### config.mk
export PLATFORM = sky130hd
export DESIGN_NAME = irq_flags_doze_control
export DESIGN_NICKNAME = d
export VERILOG_FILES = /design/src/verilog/irq_doze_pkg.sv /design/src/verilog/flag_byte.sv /design/src/verilog/irq_flags_doze_control.sv /design/src/verilog/throttle_pacer.sv
export VERILOG_INCLUDE_DIRS = /design/src /design/src/verilog
export SDC_FILE = /design/constraint.sdc
export NUM_CORES = 1
export LEC_CHECK = 0
export ABC_AREA = 1
export BUFFER_PORTS_ARGS = -buffer_cell sky130_fd_sc_hd__buf_4
export CAP_MARGIN = 10
export CORE_UTILIZATION = 59
export DETAILED_ROUTE_END_ITERATION = 8
export PLACE_DENSITY = 0.95
export SLEW_MARGIN = 30
export SYNTH_ARGS = -nofsm -noshare
export SYNTH_HDL_FRONTEND = slang
export SYNTH_SLANG_ARGS = --single-unit
### constraint.sdc
create_clock -name mclk -period 5.23 [get_ports mclk]
set_input_delay 0 -clock mclk [delete_from_list [all_inputs] [get_ports mclk]]
set_output_delay 0 -clock mclk [all_outputs]
set_load 0.05 [all_outputs]
### src/verilog/irq_doze_defines.svh
// Operation
// - sixth flags: unit2 bit1, unit1 bit0
// - capture or compare event sets unit flag
// - pwm trailing edge sets unit flag
// - nonvolatile done sets seventh flags bit5
// - oscillator rollover sets seventh flags bit4
// - waveform shutdown sets seventh flags bit0
// - unimplemented bits read zero, ignore writes
// - flags hardware set, writable, reset zero
// - enables mirror flags; global control fields
// - throttle runs cpu one cycle in N
// - ratio 100 gives one in 32
// - ratio 001 gives one in 4
// - peripherals keep full clock while throttled
// - interrupt entry copies enable to exit bit
// - no recovery keeps throttle during service
// - recovery clears throttle enable on entry
// - throttle off runs everything full speed
// - exit bit stays writable inside service
`ifndef IRQ_DOZE_DEFINES_SVH
`define IRQ_DOZE_DEFINES_SVH

// register byte addresses, one aligned word each
`define GCTL_ADDR      8'h00
`define ENABLE_BASE    8'h04
`define FLAGS_BASE     8'h24
`define THROTTLE_ADDR  8'h44
`define BANK_REGS      8

// implemented bit masks, register 0 in the low byte
`define BANK_MASKS     64'h3103_F103_FF43_C131
`define GCTL_MASK      8'hC1
`define THROTTLE_MASK  8'hD7

// global control fields
`define GLOBAL_EN_BIT  7
`define PERIPH_EN_BIT  6
`define EDGE_BIT       0

// flag positions
`define CAP1_BIT       0
`define CAP2_BIT       1
`define NVM_BIT        5
`define NCO_BIT        4
`define CWG_BIT        0
`define CAP_REG        6
`define MISC_REG       7

// throttle control fields
`define RECOVER_BIT    7
`define TEN_BIT        6
`define EXIT_BIT       4
`define RATIO_LSB      0

// reset values
`define REG_RESET      8'h00

`endif

### src/verilog/irq_doze_pkg.sv
package irq_doze_pkg;

  // capture/compare/pwm unit operating mode
  typedef enum logic [1:0] {
    UNIT_OFF     = 2'h0,
    UNIT_CAPTURE = 2'h1,
    UNIT_COMPARE = 2'h2,
    UNIT_PWM     = 2'h3
  } unit_mode_t;

  // throttle pacer states, gray along full -> active -> idle
  typedef enum logic [1:0] {
    PACE_FULL   = 2'h0,
    PACE_ACTIVE = 2'h1,
    PACE_IDLE   = 2'h3
  } pace_state_t;

endpackage

### src/verilog/flag_byte.sv
`timescale 1ns/100ps
// one byte of sticky request flags; unimplemented bits are held at zero
module flag_byte #(
  parameter logic [7:0] MASK = 8'hFF
) (
  input  wire logic       mclk,
  input  wire logic       sys_rst,
  input  wire logic [7:0] hw_set,   // one-cycle event per bit
  input  wire logic       sw_wr,    // software write strobe
  input  wire logic [7:0] sw_data,  // software write value
  output logic      [7:0] flags_q   // current flags
);

  logic [7:0] flags_d;

  // per bit next value: a set in the clearing cycle still lands
  for (genvar b = 0; b < 8; b++) begin : g_bit
    always_comb begin
      if (!MASK[b]) begin
        flags_d[b] = 1'b0;
      end else if (sw_wr) begin
        flags_d[b] = sw_data[b] | hw_set[b];
      end else begin
        flags_d[b] = flags_q[b] | hw_set[b];
      end
    end
  end

  // registered flags, cleared by every reset
  always_ff @(posedge mclk or posedge sys_rst) begin
    if (sys_rst) begin
      flags_q <= 8'h00;
    end else begin
      flags_q <= flags_d;
    end
  end

endmodule

### src/verilog/irq_flags_doze_control.sv
// Local design decisions: register access over Wishbone and the register addresses.
`timescale 1ns/100ps
`include "irq_doze_defines.svh"
// interrupt flag bank, enables, global control and cpu throttle control
module irq_flags_doze_control #(
  parameter int AW = 8
) (
  input  wire logic          mclk,
  input  wire logic          sys_rst,
  // classic wishbone slave
  input  wire logic [AW-1:0] wb_adr_i,
  input  wire logic [31:0]   wb_dat_i,
  output logic      [31:0]   wb_dat_o,
  input  wire logic          wb_we_i,
  input  wire logic [3:0]    wb_sel_i,
  input  wire logic          wb_cyc_i,
  input  wire logic          wb_stb_i,
  output logic               wb_ack_o,
  // capture/compare/pwm units
  input  wire logic [1:0]    capture_unit1_mode,
  input  wire logic          unit1_capture,
  input  wire logic          unit1_compare_match,
  input  wire logic          unit1_pwm_trailing,
  input  wire logic [1:0]    capture_unit2_mode,
  input  wire logic          unit2_capture,
  input  wire logic          unit2_compare_match,
  input  wire logic          unit2_pwm_trailing,
  // other peripheral events
  input  wire logic          nonvolatile_done,
  input  wire logic          oscillator_rollover,
  input  wire logic          waveform_shutdown,
  // cpu core
  input  wire logic          irq_taken,
  input  wire logic          irq_return,
  output logic               irq_request,
  output logic               external_edge_select,
  output logic               cpu_run,
  output logic               periph_run
);

  // ---------------------------------------------------------------
  // bus decode
  // ---------------------------------------------------------------
  logic          req;        // live request not yet answered
  logic          wr_lane0;   // write that carries byte lane 0
  logic          hit_gctl;   // global control selected
  logic          hit_thr;    // throttle control selected
  logic          hit_en;     // an enable register selected
  logic          hit_fl;     // a flag register selected
  logic [AW-1:0] en_off;     // offset inside enable bank
  logic [AW-1:0] fl_off;     // offset inside flag bank
  logic [2:0]    bank_idx;   // selected bank entry

  assign req      = wb_cyc_i & wb_stb_i & ~wb_ack_o;
  assign wr_lane0 = req & wb_we_i & wb_sel_i[0];
  assign en_off   = wb_adr_i - AW'(`ENABLE_BASE);
  assign fl_off   = wb_adr_i - AW'(`FLAGS_BASE);
  assign hit_gctl = (wb_adr_i == AW'(`GCTL_ADDR));
  assign hit_thr  = (wb_adr_i == AW'(`THROTTLE_ADDR));
  // word aligned and inside the eight entry window
  assign hit_en   = (en_off[1:0] == 2'h0) && (en_off < AW'(32));
  assign hit_fl   = (fl_off[1:0] == 2'h0) && (fl_off < AW'(32));
  assign bank_idx = hit_en ? en_off[4:2] : fl_off[4:2];

  // ---------------------------------------------------------------
  // global control register
  // ---------------------------------------------------------------
  logic [7:0] gctl_q;  // global enable, peripheral enable, edge
  logic [7:0] gctl_d;

  // next value: only implemented bits take the write
  always_comb begin
    gctl_d = gctl_q;
    if (wr_lane0 && hit_gctl) begin
      gctl_d = wb_dat_i[7:0] & `GCTL_MASK;
    end
  end

  always_ff @(posedge mclk or posedge sys_rst) begin
    if (sys_rst) begin
      gctl_q <= `REG_RESET;
    end else begin
      gctl_q <= gctl_d;
    end
  end

  // ---------------------------------------------------------------
  // enable bank: same bit positions as the flags
  // ---------------------------------------------------------------
  logic [7:0] en_q [`BANK_REGS];
  logic [7:0] en_d [`BANK_REGS];

  // all bank masks in one word; a literal cannot be sliced directly
  localparam logic [63:0] BANK_MASK_ALL = `BANK_MASKS;

  // next values of the enable registers
  always_comb begin
    for (int i = 0; i < `BANK_REGS; i++) begin
      en_d[i] = en_q[i];
      if (wr_lane0 && hit_en && (bank_idx == 3'(i))) begin
        en_d[i] = wb_dat_i[7:0] & BANK_MASK_ALL[i*8 +: 8];
      end
    end
  end

  always_ff @(posedge mclk or posedge sys_rst) begin
    if (sys_rst) begin
      for (int i = 0; i < `BANK_REGS; i++) begin
        en_q[i] <= `REG_RESET;
      end
    end else begin
      en_q <= en_d;
    end
  end

  // ---------------------------------------------------------------
  // flag bank: event selection per unit mode
  // ---------------------------------------------------------------
  logic       unit1_event;  // unit 1 event of its current mode
  logic       unit2_event;  // unit 2 event of its current mode
  logic [7:0] set_vec [`BANK_REGS];
  logic [7:0] flags   [`BANK_REGS];

  // the event that counts depends on the unit's mode
  always_comb begin
    case (irq_doze_pkg::unit_mode_t'(capture_unit1_mode))
      irq_doze_pkg::UNIT_CAPTURE: unit1_event = unit1_capture;
      irq_doze_pkg::UNIT_COMPARE: unit1_event = unit1_compare_match;
      irq_doze_pkg::UNIT_PWM:     unit1_event = unit1_pwm_trailing;
      default:                    unit1_event = 1'b0;
    endcase
    case (irq_doze_pkg::unit_mode_t'(capture_unit2_mode))
      irq_doze_pkg::UNIT_CAPTURE: unit2_event = unit2_capture;
      irq_doze_pkg::UNIT_COMPARE: unit2_event = unit2_compare_match;
      irq_doze_pkg::UNIT_PWM:     unit2_event = unit2_pwm_trailing;
      default:                    unit2_event = 1'b0;
    endcase
  end

  // route events to their flag positions; earlier registers have none
  always_comb begin
    for (int i = 0; i < `BANK_REGS; i++) begin
      set_vec[i] = 8'h00;
    end
    set_vec[`CAP_REG][`CAP1_BIT]  = unit1_event;
    set_vec[`CAP_REG][`CAP2_BIT]  = unit2_event;
    set_vec[`MISC_REG][`NVM_BIT]  = nonvolatile_done;
    set_vec[`MISC_REG][`NCO_BIT]  = oscillator_rollover;
    set_vec[`MISC_REG][`CWG_BIT]  = waveform_shutdown;
  end

  // one sticky flag byte per bank entry
  for (genvar r = 0; r < `BANK_REGS; r++) begin : g_flags
    flag_byte #(
      .MASK (BANK_MASK_ALL[r*8 +: 8])
    ) u_flags (
      .mclk    (mclk),
      .sys_rst (sys_rst),
      .hw_set  (set_vec[r]),
      .sw_wr   (wr_lane0 && hit_fl && (bank_idx == 3'(r))),
      .sw_data (wb_dat_i[7:0]),
      .flags_q (flags[r])
    );
  end

  // ---------------------------------------------------------------
  // throttle control register and interrupt entry/return
  // ---------------------------------------------------------------
  logic [7:0] thr_q;  // recover, enable, exit bit, ratio
  logic [7:0] thr_d;

  // hardware entry and return win over a software write in that cycle
  always_comb begin
    thr_d = thr_q;
    if (wr_lane0 && hit_thr) begin
      thr_d = wb_dat_i[7:0] & `THROTTLE_MASK;
    end
    if (irq_taken) begin
      thr_d[`EXIT_BIT] = thr_q[`TEN_BIT];
      if (thr_q[`TEN_BIT] && thr_q[`RECOVER_BIT]) begin
        thr_d[`TEN_BIT] = 1'b0;
      end else begin
        thr_d[`TEN_BIT] = thr_q[`TEN_BIT];
      end
    end else if (irq_return) begin
      thr_d[`TEN_BIT] = thr_q[`EXIT_BIT];
    end
  end

  always_ff @(posedge mclk or posedge sys_rst) begin
    if (sys_rst) begin
      thr_q <= `REG_RESET;
    end else begin
      thr_q <= thr_d;
    end
  end

  // cpu pacing
  irq_doze_pkg::pace_state_t pace_state;

  throttle_pacer #(
    .RATIO_W (3),
    .CNT_W   (9)
  ) u_pacer (
    .mclk    (mclk),
    .sys_rst (sys_rst),
    .enable  (thr_q[`TEN_BIT]),
    .ratio   (thr_q[`RATIO_LSB +: 3]),
    .cpu_run (cpu_run),
    .state_q (pace_state)
  );

  // peripherals never see the throttle
  assign periph_run = 1'b1;

  // ---------------------------------------------------------------
  // interrupt request level
  // ---------------------------------------------------------------
  logic [7:0] pend [`BANK_REGS];
  logic       any_pend;
  logic       irq_d;
  logic       irq_q;

  // pending means flag and enable at the same position
  always_comb begin
    any_pend = 1'b0;
    for (int i = 0; i < `BANK_REGS; i++) begin
      pend[i]  = flags[i] & en_q[i];
      any_pend = any_pend | (|pend[i]);
    end
    irq_d = gctl_q[`GLOBAL_EN_BIT] & gctl_q[`PERIPH_EN_BIT] & any_pend;
  end

  always_ff @(posedge mclk or posedge sys_rst) begin
    if (sys_rst) begin
      irq_q <= 1'b0;
    end else begin
      irq_q <= irq_d;
    end
  end

  assign irq_request          = irq_q;
  assign external_edge_select = gctl_q[`EDGE_BIT];

  // ---------------------------------------------------------------
  // bus answer: ack one cycle after the request, data registered
  // ---------------------------------------------------------------
  logic        ack_d;
  logic        ack_q;
  logic [31:0] rdat_d;
  logic [31:0] rdat_q;

  // read mux; unmapped addresses read zero and are still acked
  always_comb begin
    ack_d  = req;
    rdat_d = rdat_q;
    if (req && !wb_we_i) begin
      if (hit_gctl) begin
        rdat_d = {24'h0, gctl_q};
      end else if (hit_thr) begin
        rdat_d = {24'h0, thr_q};
      end else if (hit_en) begin
        rdat_d = {24'h0, en_q[bank_idx]};
      end else if (hit_fl) begin
        rdat_d = {24'h0, flags[bank_idx]};
      end else begin
        rdat_d = 32'h0000_0000;
      end
    end
  end

  always_ff @(posedge mclk or posedge sys_rst) begin
    if (sys_rst) begin
      ack_q  <= 1'b0;
      rdat_q <= 32'h0000_0000;
    end else begin
      ack_q  <= ack_d;
      rdat_q <= rdat_d;
    end
  end

  assign wb_ack_o = ack_q;
  assign wb_dat_o = rdat_q;
endmodule

### src/verilog/throttle_pacer.sv
`timescale 1ns/100ps
// paces cpu instruction cycles: one active cycle out of every N
module throttle_pacer #(
  parameter int RATIO_W = 3,
  parameter int CNT_W   = 9
) (
  input  wire logic               mclk,
  input  wire logic               sys_rst,
  input  wire logic               enable,   // throttle enable level
  input  wire logic [RATIO_W-1:0] ratio,    // ratio select field
  output logic                    cpu_run,  // cpu may execute this cycle
  output irq_doze_pkg::pace_state_t state_q
);

  irq_doze_pkg::pace_state_t state_d;
  logic [CNT_W-1:0] cnt_q;   // idle cycles still to spend
  logic [CNT_W-1:0] cnt_d;
  logic [CNT_W-1:0] idle_len; // N-1 idle cycles after each active one

  // N is two to the power ratio+1, so idle length is N-1
  assign idle_len = CNT_W'((CNT_W+1)'(2) << ratio) - CNT_W'(1);

  // next state: full speed when off, else active then N-1 idle
  always_comb begin
    state_d = state_q;
    cnt_d   = cnt_q;
    case (state_q)
      irq_doze_pkg::PACE_FULL: begin
        if (enable) begin
          state_d = irq_doze_pkg::PACE_ACTIVE;
        end
      end
      irq_doze_pkg::PACE_ACTIVE: begin
        if (!enable) begin
          state_d = irq_doze_pkg::PACE_FULL;
        end else begin
          state_d = irq_doze_pkg::PACE_IDLE;
          cnt_d   = idle_len;
        end
      end
      irq_doze_pkg::PACE_IDLE: begin
        if (!enable) begin
          state_d = irq_doze_pkg::PACE_FULL;
        end else if (cnt_q <= CNT_W'(1)) begin
          state_d = irq_doze_pkg::PACE_ACTIVE;
          cnt_d   = '0;
        end else begin
          cnt_d = cnt_q - CNT_W'(1);
        end
      end
      default: begin
        state_d = irq_doze_pkg::PACE_FULL;
        cnt_d   = '0;
      end
    endcase
  end

  // state registers
  always_ff @(posedge mclk or posedge sys_rst) begin
    if (sys_rst) begin
      state_q <= irq_doze_pkg::PACE_FULL;
      cnt_q   <= '0;
    end else begin
      state_q <= state_d;
      cnt_q   <= cnt_d;
    end
  end

  // cpu runs in full mode and in the single active cycle
  assign cpu_run = (state_q != irq_doze_pkg::PACE_IDLE);

endmodule
==> impl_metrics.tcl, run 1 <==
set metrics [dict create \
    status "complete, no violations" \
    cts.clk_slew.worst_paths_ns 0.08 \
    timing_max_transition_violations_final 0 \
    grt_use_total 0.332 \
    synth.cell_area_um2 5070 \
    globalRoute.totalOverflow 0 \
    tns_ns 0 \
    tritoncts "done" \
    clock_insertion_delay_worst_skew_ns 0.36 \
    critPathLaunch "wb_stb_i" \
    drive_gt1_frac 0.130 \
    dpl.cell_count 809 \
    grt_setup_unrepaired "no" \
    crit_path_start_kind "input port" \
    number_of_buffers_added_by_the_clock_tree_synthesis_step 9 \
    synth.yosys.seq_area_share 0.435 \
    grt_pass1_vias 4687 \
    p_per_area_nw_per_um2 285 \
    dr.first_iter.drc_count 390 \
    fin_worst_hold_slack_ns 0.0159 \
    final_instance_count_excl_fillers 842 \
    grt_antenna_before_repair 0 \
    total_power_mw 1.66 \
    synth.top_cells.by_area "dfrtp_1, nand2_1, o21ai_0" \
    h-tree-depth 3 \
    r2r_setup_slack_ns 2.83 \
    r2r_end "g_flags[7].u_flags.flags_q[4]" \
    antennaDiodeCount 0 \
    routed_wire_length_per_instance_um 16.7 \
    power.share.combinational 0.218 \
    critical_path.cell_chain "dlygate4sd3_1, buf_4, nand2_1, dlygate4sd3_1, nor2_1, nand3_1, nor2_8, nand2_1, a21oi_1, nand2_1, dlygate4sd3_1" \
    drt_pass1_iterations 7 \
    detailed_place_hpwl_um 9780 \
    p_leak_nw 2.90 \
    placement.io_buffers 48 \
    dpl-instance-area_um2 5400 \
    area.growth.synth_to_final_pct 14.8 \
    post-synth-top-area-cell "dfrtp_1" \
    clock_tree.root_cell "clkbuf_8" \
    p_sw_uw 518 \
    criticalPathCategory "in2reg" \
    core_um2 8260 \
    routed_via_density 5.78 \
    grt_pass1_wl_um 22600 \
    post_synthesis_instance_total 670 \
    std_cell_rows 33 \
    synth_cell_type_count 36 \
    antenna_left 0 \
    critPathArrivalTime_ns 3.09 \
    worst_r2r_path_depth 7 \
    timing.final.crit_period_ns 2.85 \
    critical-path-max-stage-delay_ns 0.58 \
    power.clock.fraction 0.329 \
    grt_start_max_net_pins 89 \
    fin_area_um2 5810 \
    route.detailed.drc 0 \
    gp_congestion 0.926 \
    route.final.wire_length_um 14000 \
    worst_slew_pin_slew_ns 0.795 \
    switching_share 0.312 \
    die_height_um 94.7 \
    p_seq_frac 0.453 \
    critPathCapture "g_flags[7].u_flags.flags_q[4]" \
    count_of_pins_on_the_block_boundary 101 \
    max_slew_margin 0.470 \
    die_area_um2 8960 \
    timing.rr.start "wb_ack_o" \
    starting_density_of_the_core 0.613 \
    setup.worst_path.end_class "register" \
    syn_avg_cell_area_um2 7.56 \
    p_int_mw 1.14 \
    final_hold_viol_count 0 \
    synth_largest_type_area_fraction 0.435 \
    synthesis.yosys.warnings 0 \
    finalCritPeriodShare 0.546 \
    worstPathRequired_ns 5.47 \
    critical_path.max_fanout 10 \
    clock_skew_ns 0.0102 \
    cts_max_path_buffers 2 \
    dr_total_vias 4866 \
    postSynthRegisterBits 88 \
    cts.sink_count 88 \
    die_width_um 94.7 \
    max_cap_viol_count 0 \
    worst_path_max_delay_cell "dlygate4sd3_1" \
    final_net_count 807 \
    setup_viol 0 \
    post_cts.repair.setup_buffers 0 \
    ir_drop_mv 0.173 \
    hold_path.class "in2reg" \
    fmax_mhz 350 \
    min_delay_path_depth 5 \
]
-- synthesized netlist by cell type --
cell type,count
nand2_1,198
dfrtp_1,88
o21ai_0,73
inv_1,69
nor2_1,41
nand3_1,40
a21oi_1,32
buf_4,25
o21ai_2,12
ha_1,9
nand4_1,9
o21ai_1,8
clkbuf_1,7
a22oi_1,6
o22ai_1,6
a221oi_1,5
nand2_2,5
nand2_4,4
nor3_1,4
buf_2,3
inv_2,3
nor2_4,3
a31o_2,2
buf_6,2
conb_1,2
o2111ai_1,2
o211ai_1,2
xor2_1,2
a31oi_1,1
buf_1,1
nand3_2,1
nor2_2,1
nor2_8,1
nor3_2,1
o221ai_1,1
xnor2_1,1
-- registers in the layout, summed over array words and instances (netlist names) --
register / flops
wb_ack_o: 1
u_pacer.state_q: 2
gctl_q: 3
g_flags.u_flags.flags_q: 29
en_q: 29
u_pacer.cnt_q: 9
irq_request: 1
thr_q: 6
wb_dat_o: 8
-- worst min path at each step --
stage	startpoint	to	slack, ns
after floorplan	waveform_shutdown	g_flags[7].u_flags.flags_q[0]	0.09
after global placement	nonvolatile_done	g_flags[7].u_flags.flags_q[5]	0.19
after detailed placement	nonvolatile_done	g_flags[7].u_flags.flags_q[5]	0.21
after CTS	irq_taken	thr_q[4]	0.004
after global routing	irq_taken	thr_q[6]	0.02
final	irq_taken	thr_q[6]	0.02
-- kinds of logic after synthesis --
| logic type | share of synthesized area |
|---|---|
| flops | 0.435 |
| compound gates | 0.170 |
| xor+xnor | 0.00519 |
| buf+inv | 0.104 |
| fa+ha+maj | 0.0222 |
| simple gates | 0.263 |
| other cells | 0.00148 |
-- timing repair --
item / in CTS / in global routing
hold buffers: 19 / 0
endpoints found under the hold margin: 101 / 0
resized for setup: 0 / 0
-- power groups by stage --
| stage | Sequential (mW) | Combinational, mW | Clock [mW] |
|---|---|---|---|
| 2_1_floorplan | 0.768 | 0.258 | 0 |
| 3_3_place_gp | 0.761 | 0.328 | 0 |
| 3_5_place_dp | 0.764 | 0.345 | 0 |
| 4_1_cts | 0.750 | 0.355 | 0.548 |
| 5_1_grt | 0.755 | 0.396 | 0.579 |
| 6_report | 0.751 | 0.362 | 0.545 |
-- cells in the final DEF, fill, tap and decap left out, types with 2 or more instances in the layout --
cell type,synthesis,routed
inv_2,3,3
o2111ai_1,2,2
o211ai_1,2,2
dlygate4sd3_1,0,19
o21ai_1,8,8
nand2_4,4,4
o21ai_2,12,12
nor3_1,4,4
xor2_1,2,2
a31o_2,2,2
conb_1,2,25
nand2_2,5,5
clkinv_2,0,2
ha_1,9,9
nor2_1,41,41
nand3_1,40,40
o21ai_0,73,73
inv_1,69,68
nand4_1,9,9
a21oi_1,32,32
a22oi_1,6,6
buf_4,25,48
nand2_1,198,198
clkbuf_8,0,9
nor2_4,3,3
bufinv_16,0,3
o22ai_1,6,6
a221oi_1,5,5
dfrtp_1,88,88
-- final cells by class --
type / instances / area [µm²]
flip-flops and latches: 88 / 2200
inverters: 72 / 272
clock inverters: 4 / 95.1
clock buffers: 10 / 128
well taps: 105 / 131
multi-input cells: 495 / 2420
fillers: 643 / 2440
repair buffers: 68 / 562
-- worst max-delay path: cells and delay by family --
| kind | cells | cell delay, ns |
|---|---|---|
| compound gates | 1 | 0.18 |
| buf+inv | 4 | 1.75 |
| simple gates | 6 | 1.17 |
-- routing by layer --
layer | up-vias | global-route usage | wire (µm)
met5 | - | 0 | 0
met4 | 0 | 0.182 | 605
met3 | 54 | 0.0556 | 1210
met2 | 274 | 0.534 | 6600
met1 | 2263 | 0.427 | 5620
li1 | 2275 | - | -
-- metrics by stage --
| step | setup WS, ns | util |
|---|---|---|
| finish | 2.38 | 0.704 |
| global route | 2.20 | 0.704 |
| CTS | 2.55 | 0.704 |
| detailed placement | 2.40 | 0.654 |
| global placement | 2.48 | 0.654 |
| floorplan | 2.95 | - |
No activity file was read; power rests on OpenSTA's default activity.
==> inputs of run 2 (changes only) <==
--- a/config.mk
+++ b/config.mk
@@ -9,9 +9,9 @@
 export ABC_AREA = 1
 export BUFFER_PORTS_ARGS = -buffer_cell sky130_fd_sc_hd__buf_4
 export CAP_MARGIN = 10
-export CORE_UTILIZATION = 59
+export CORE_UTILIZATION = 50
 export DETAILED_ROUTE_END_ITERATION = 8
-export PLACE_DENSITY = 0.95
+export PLACE_DENSITY = 0.86
 export SLEW_MARGIN = 30
 export SYNTH_ARGS = -nofsm -noshare
 export SYNTH_HDL_FRONTEND = slang
==> constraint.sdc (replaced) <==
create_clock -name mclk -period 2.3 [get_ports mclk]
set_input_delay 0 -clock mclk [delete_from_list [all_inputs] [get_ports mclk]]
set_output_delay 0 -clock mclk [all_outputs]
set_load 0.05 [all_outputs]
==> run 2 against run 1 <==
  * Combinational power is 130% higher
  * Worst hold slack gained 0.025 ns
  * Sequential power up 130%
  * Clock power up 110%
  * Wire length grew 1.3%
  * Clock skew is 0.0029 ns higher
  * Sequential share of layout area fell by 0.88 points
  * Total power increased by 120%
  * Sequential cell count unchanged
  * Critical path type is now reg2reg
  * Critical endpoint is now thr_q[6]
==> impl_metrics.tcl, run 2 (synthesis gave the netlist of run 1 again) <==
set metrics [dict create \
    status "complete, no violations" \
    h-tree-depth 3 \
    grt_start_max_net_pins 53 \
    met1_track_demand_over_resource_in_global_routing 0.382 \
    r2r_setup_slack_ns 0.24 \
    max_slew_margin 0.519 \
    critPathArrivalTime_ns 2.38 \
    globalRouteMet2Util 0.471 \
    area.growth.synth_to_final_pct 17.5 \
    timing.final.crit_period_ns 2.06 \
    grt_setup_unrepaired "no" \
    worstPathRequired_ns 2.63 \
    route.detailed.drc 0 \
    p_per_area_nw_per_um2 617 \
    p_leak_nw 2.96 \
    route.final.wire_length_um 14200 \
    met3_usage 0.0536 \
    routed_wire_length_per_instance_um 16.0 \
    path_buf_inv 2 \
    antennaDiodeCount 0 \
    std_cell_rows 36 \
    core_um2 9820 \
    grt_pass1_vias 4578 \
    dr_total_vias 4792 \
    total_power_mw 3.67 \
    gp_congestion 1.01 \
    worst_slew_pin_slew_ns 0.722 \
    finalCritPeriodShare 0.894 \
    die_height_um 103 \
    die_area_um2 10500 \
    die_width_um 103 \
    detailed_place_hpwl_um 10200 \
    antenna_left 0 \
    drt_pass1_iterations 5 \
    tritoncts "done" \
    dpl.cell_count 845 \
    count_of_pins_on_the_block_boundary 101 \
    min_delay_worst_endpoint "en_q[39]" \
    final_instance_count_excl_fillers 886 \
    routed_via_density 5.41 \
    final_hold_viol_count 0 \
    clock_insertion_delay_worst_skew_ns 0.38 \
    clock_skew_ns 0.0130 \
    timing.rr.start "wb_ack_o" \
    critical_path.cell_chain "nor2_1, nand3_2, inv_1, nand2_2, nor2_1, o21ai_0, dlygate4sd3_1, nand2_1" \
    worstSetupPathDepth 8 \
    timing_max_transition_violations_final 0 \
    dr.first_iter.drc_count 345 \
    cts.sink_count 88 \
    worst_path_max_delay_cell "dlygate4sd3_1" \
    ir_drop_mv 0.401 \
    tns_ns 0 \
    globalRoute.totalOverflow 0 \
    dpl-instance-area_um2 5510 \
    worst_r2r_path_depth 8 \
    cts_max_path_buffers 2 \
    final.fill_count 918 \
    starting_density_of_the_core 0.516 \
    cts.clk_slew.worst_paths_ns 0.10 \
    criticalPathCategory "reg2reg" \
    crit_path_start_kind "register" \
    fmax_mhz 486 \
    final_cell_mix "nand2_1, dfrtp_1, o21ai_0, inv_1, buf_4" \
    setup_viol 0 \
    largest_registers_ranked_by_flip_flop_count "en_q x29, g_flags.u_flags.flags_q x29, u_pacer.cnt_q x9" \
    grt_pass1_wl_um 22900 \
    number_of_buffers_added_by_the_clock_tree_synthesis_step 9 \
    grt.busiest_layer "met2" \
    drive_gt1_frac 0.149 \
    hold_path.class "in2reg" \
    final_net_count 821 \
    final_common_cell "nand2_1" \
    setup.worst_path.end_class "register" \
    min_delay_path_depth 3 \
    hold_path.startpoint "wb_dat_i[7]" \
    placement.io_buffers 48 \
    critical-path-max-stage-delay_ns 0.57 \
    grt_use_total 0.293 \
    grt_antenna_before_repair 0 \
    fin_area_um2 5950 \
    r2r_end "thr_q[6]" \
    clock_tree.root_cell "clkbuf_8" \
    timing.critical_path.max_delay_family "simple AND/OR/NAND/NOR gates" \
    critical_path.max_fanout 10 \
    max_cap_viol_count 0 \
    cpMostUsedCell "nor2_1" \
]
[run 2: cell types whose count changed in the layout (fill, tap and decap cells not counted), sizes merged]
cell         previous run  this run
buf                    49        61
bufinv                  3         1
clkbuf                 10         9
clkinv                  2         3
clkinvlp                0         2
dlygate4sd3            19        21
inv                    71        73
[run 2: worst max path at each step]
| stage | start | end |
|---|---|---|
| after CTS | wb_ack_o | g_flags[7].u_flags.flags_q[0] |
| final | wb_ack_o | thr_q[6] |
| after global routing | wb_ack_o | thr_q[6] |
| after floorplan | sys_rst | en_q[0] |
| after global placement | wb_adr_i[3] | wb_dat_o[7] |
| after detailed placement | wb_adr_i[3] | wb_dat_o[7] |
[run 2: layout make-up]
cell class / instances / area, µm² / area share
multi-input combinational: 495 / 2430 / 0.408
sequential: 88 / 2200 / 0.370
tap: 133 / 166 / 0.0280
clock buffer: 9 / 124 / 0.0208
clock inverter: 7 / 78.8 / 0.0132
inverter: 72 / 272 / 0.0456
timing repair buffer: 82 / 681 / 0.114
[run 2: power breakdown]
part	leakage (nW)	switching (mW)	internal, mW
registers	1.18	0.0682	1.64
logic	1.68	0.570	0.260
clock network	0.0977	0.623	0.513
[run 2: layer usage]
layer  up-vias  part of all wire
met5         -                 0
met4         0             0.029
met3        40             0.060
met2       199              0.47
met1      2241              0.45
li1       2312                 -
[run 2: worst min-delay path, stage by stage]
cell	delay, ns
buf_4	0.07
inv_1	0.14
o21ai_2	0.17
[run 2: timing repair]
| action | CTS | global route |
|---|---|---|
| hold buffers | 21 | 0 |
| buffers inserted | 0 | 4 |
| gates resized for setup | 0 | 1 |
| setup endpoints to repair | 0 | 4 |
| hold endpoints to repair | 50 | 0 |
[run 2: stage by stage]
stage	utilization	hold slack [ns]	setup WS, ns
final	0.606	0.0413	0.243
after global routing	0.606	0.0495	0.108
after CTS	0.603	0.0283	0.0549
after detailed placement	0.561	0.136	0.357
after global placement	0.561	0.110	0.405
after floorplan	-	0.0949	0.0214
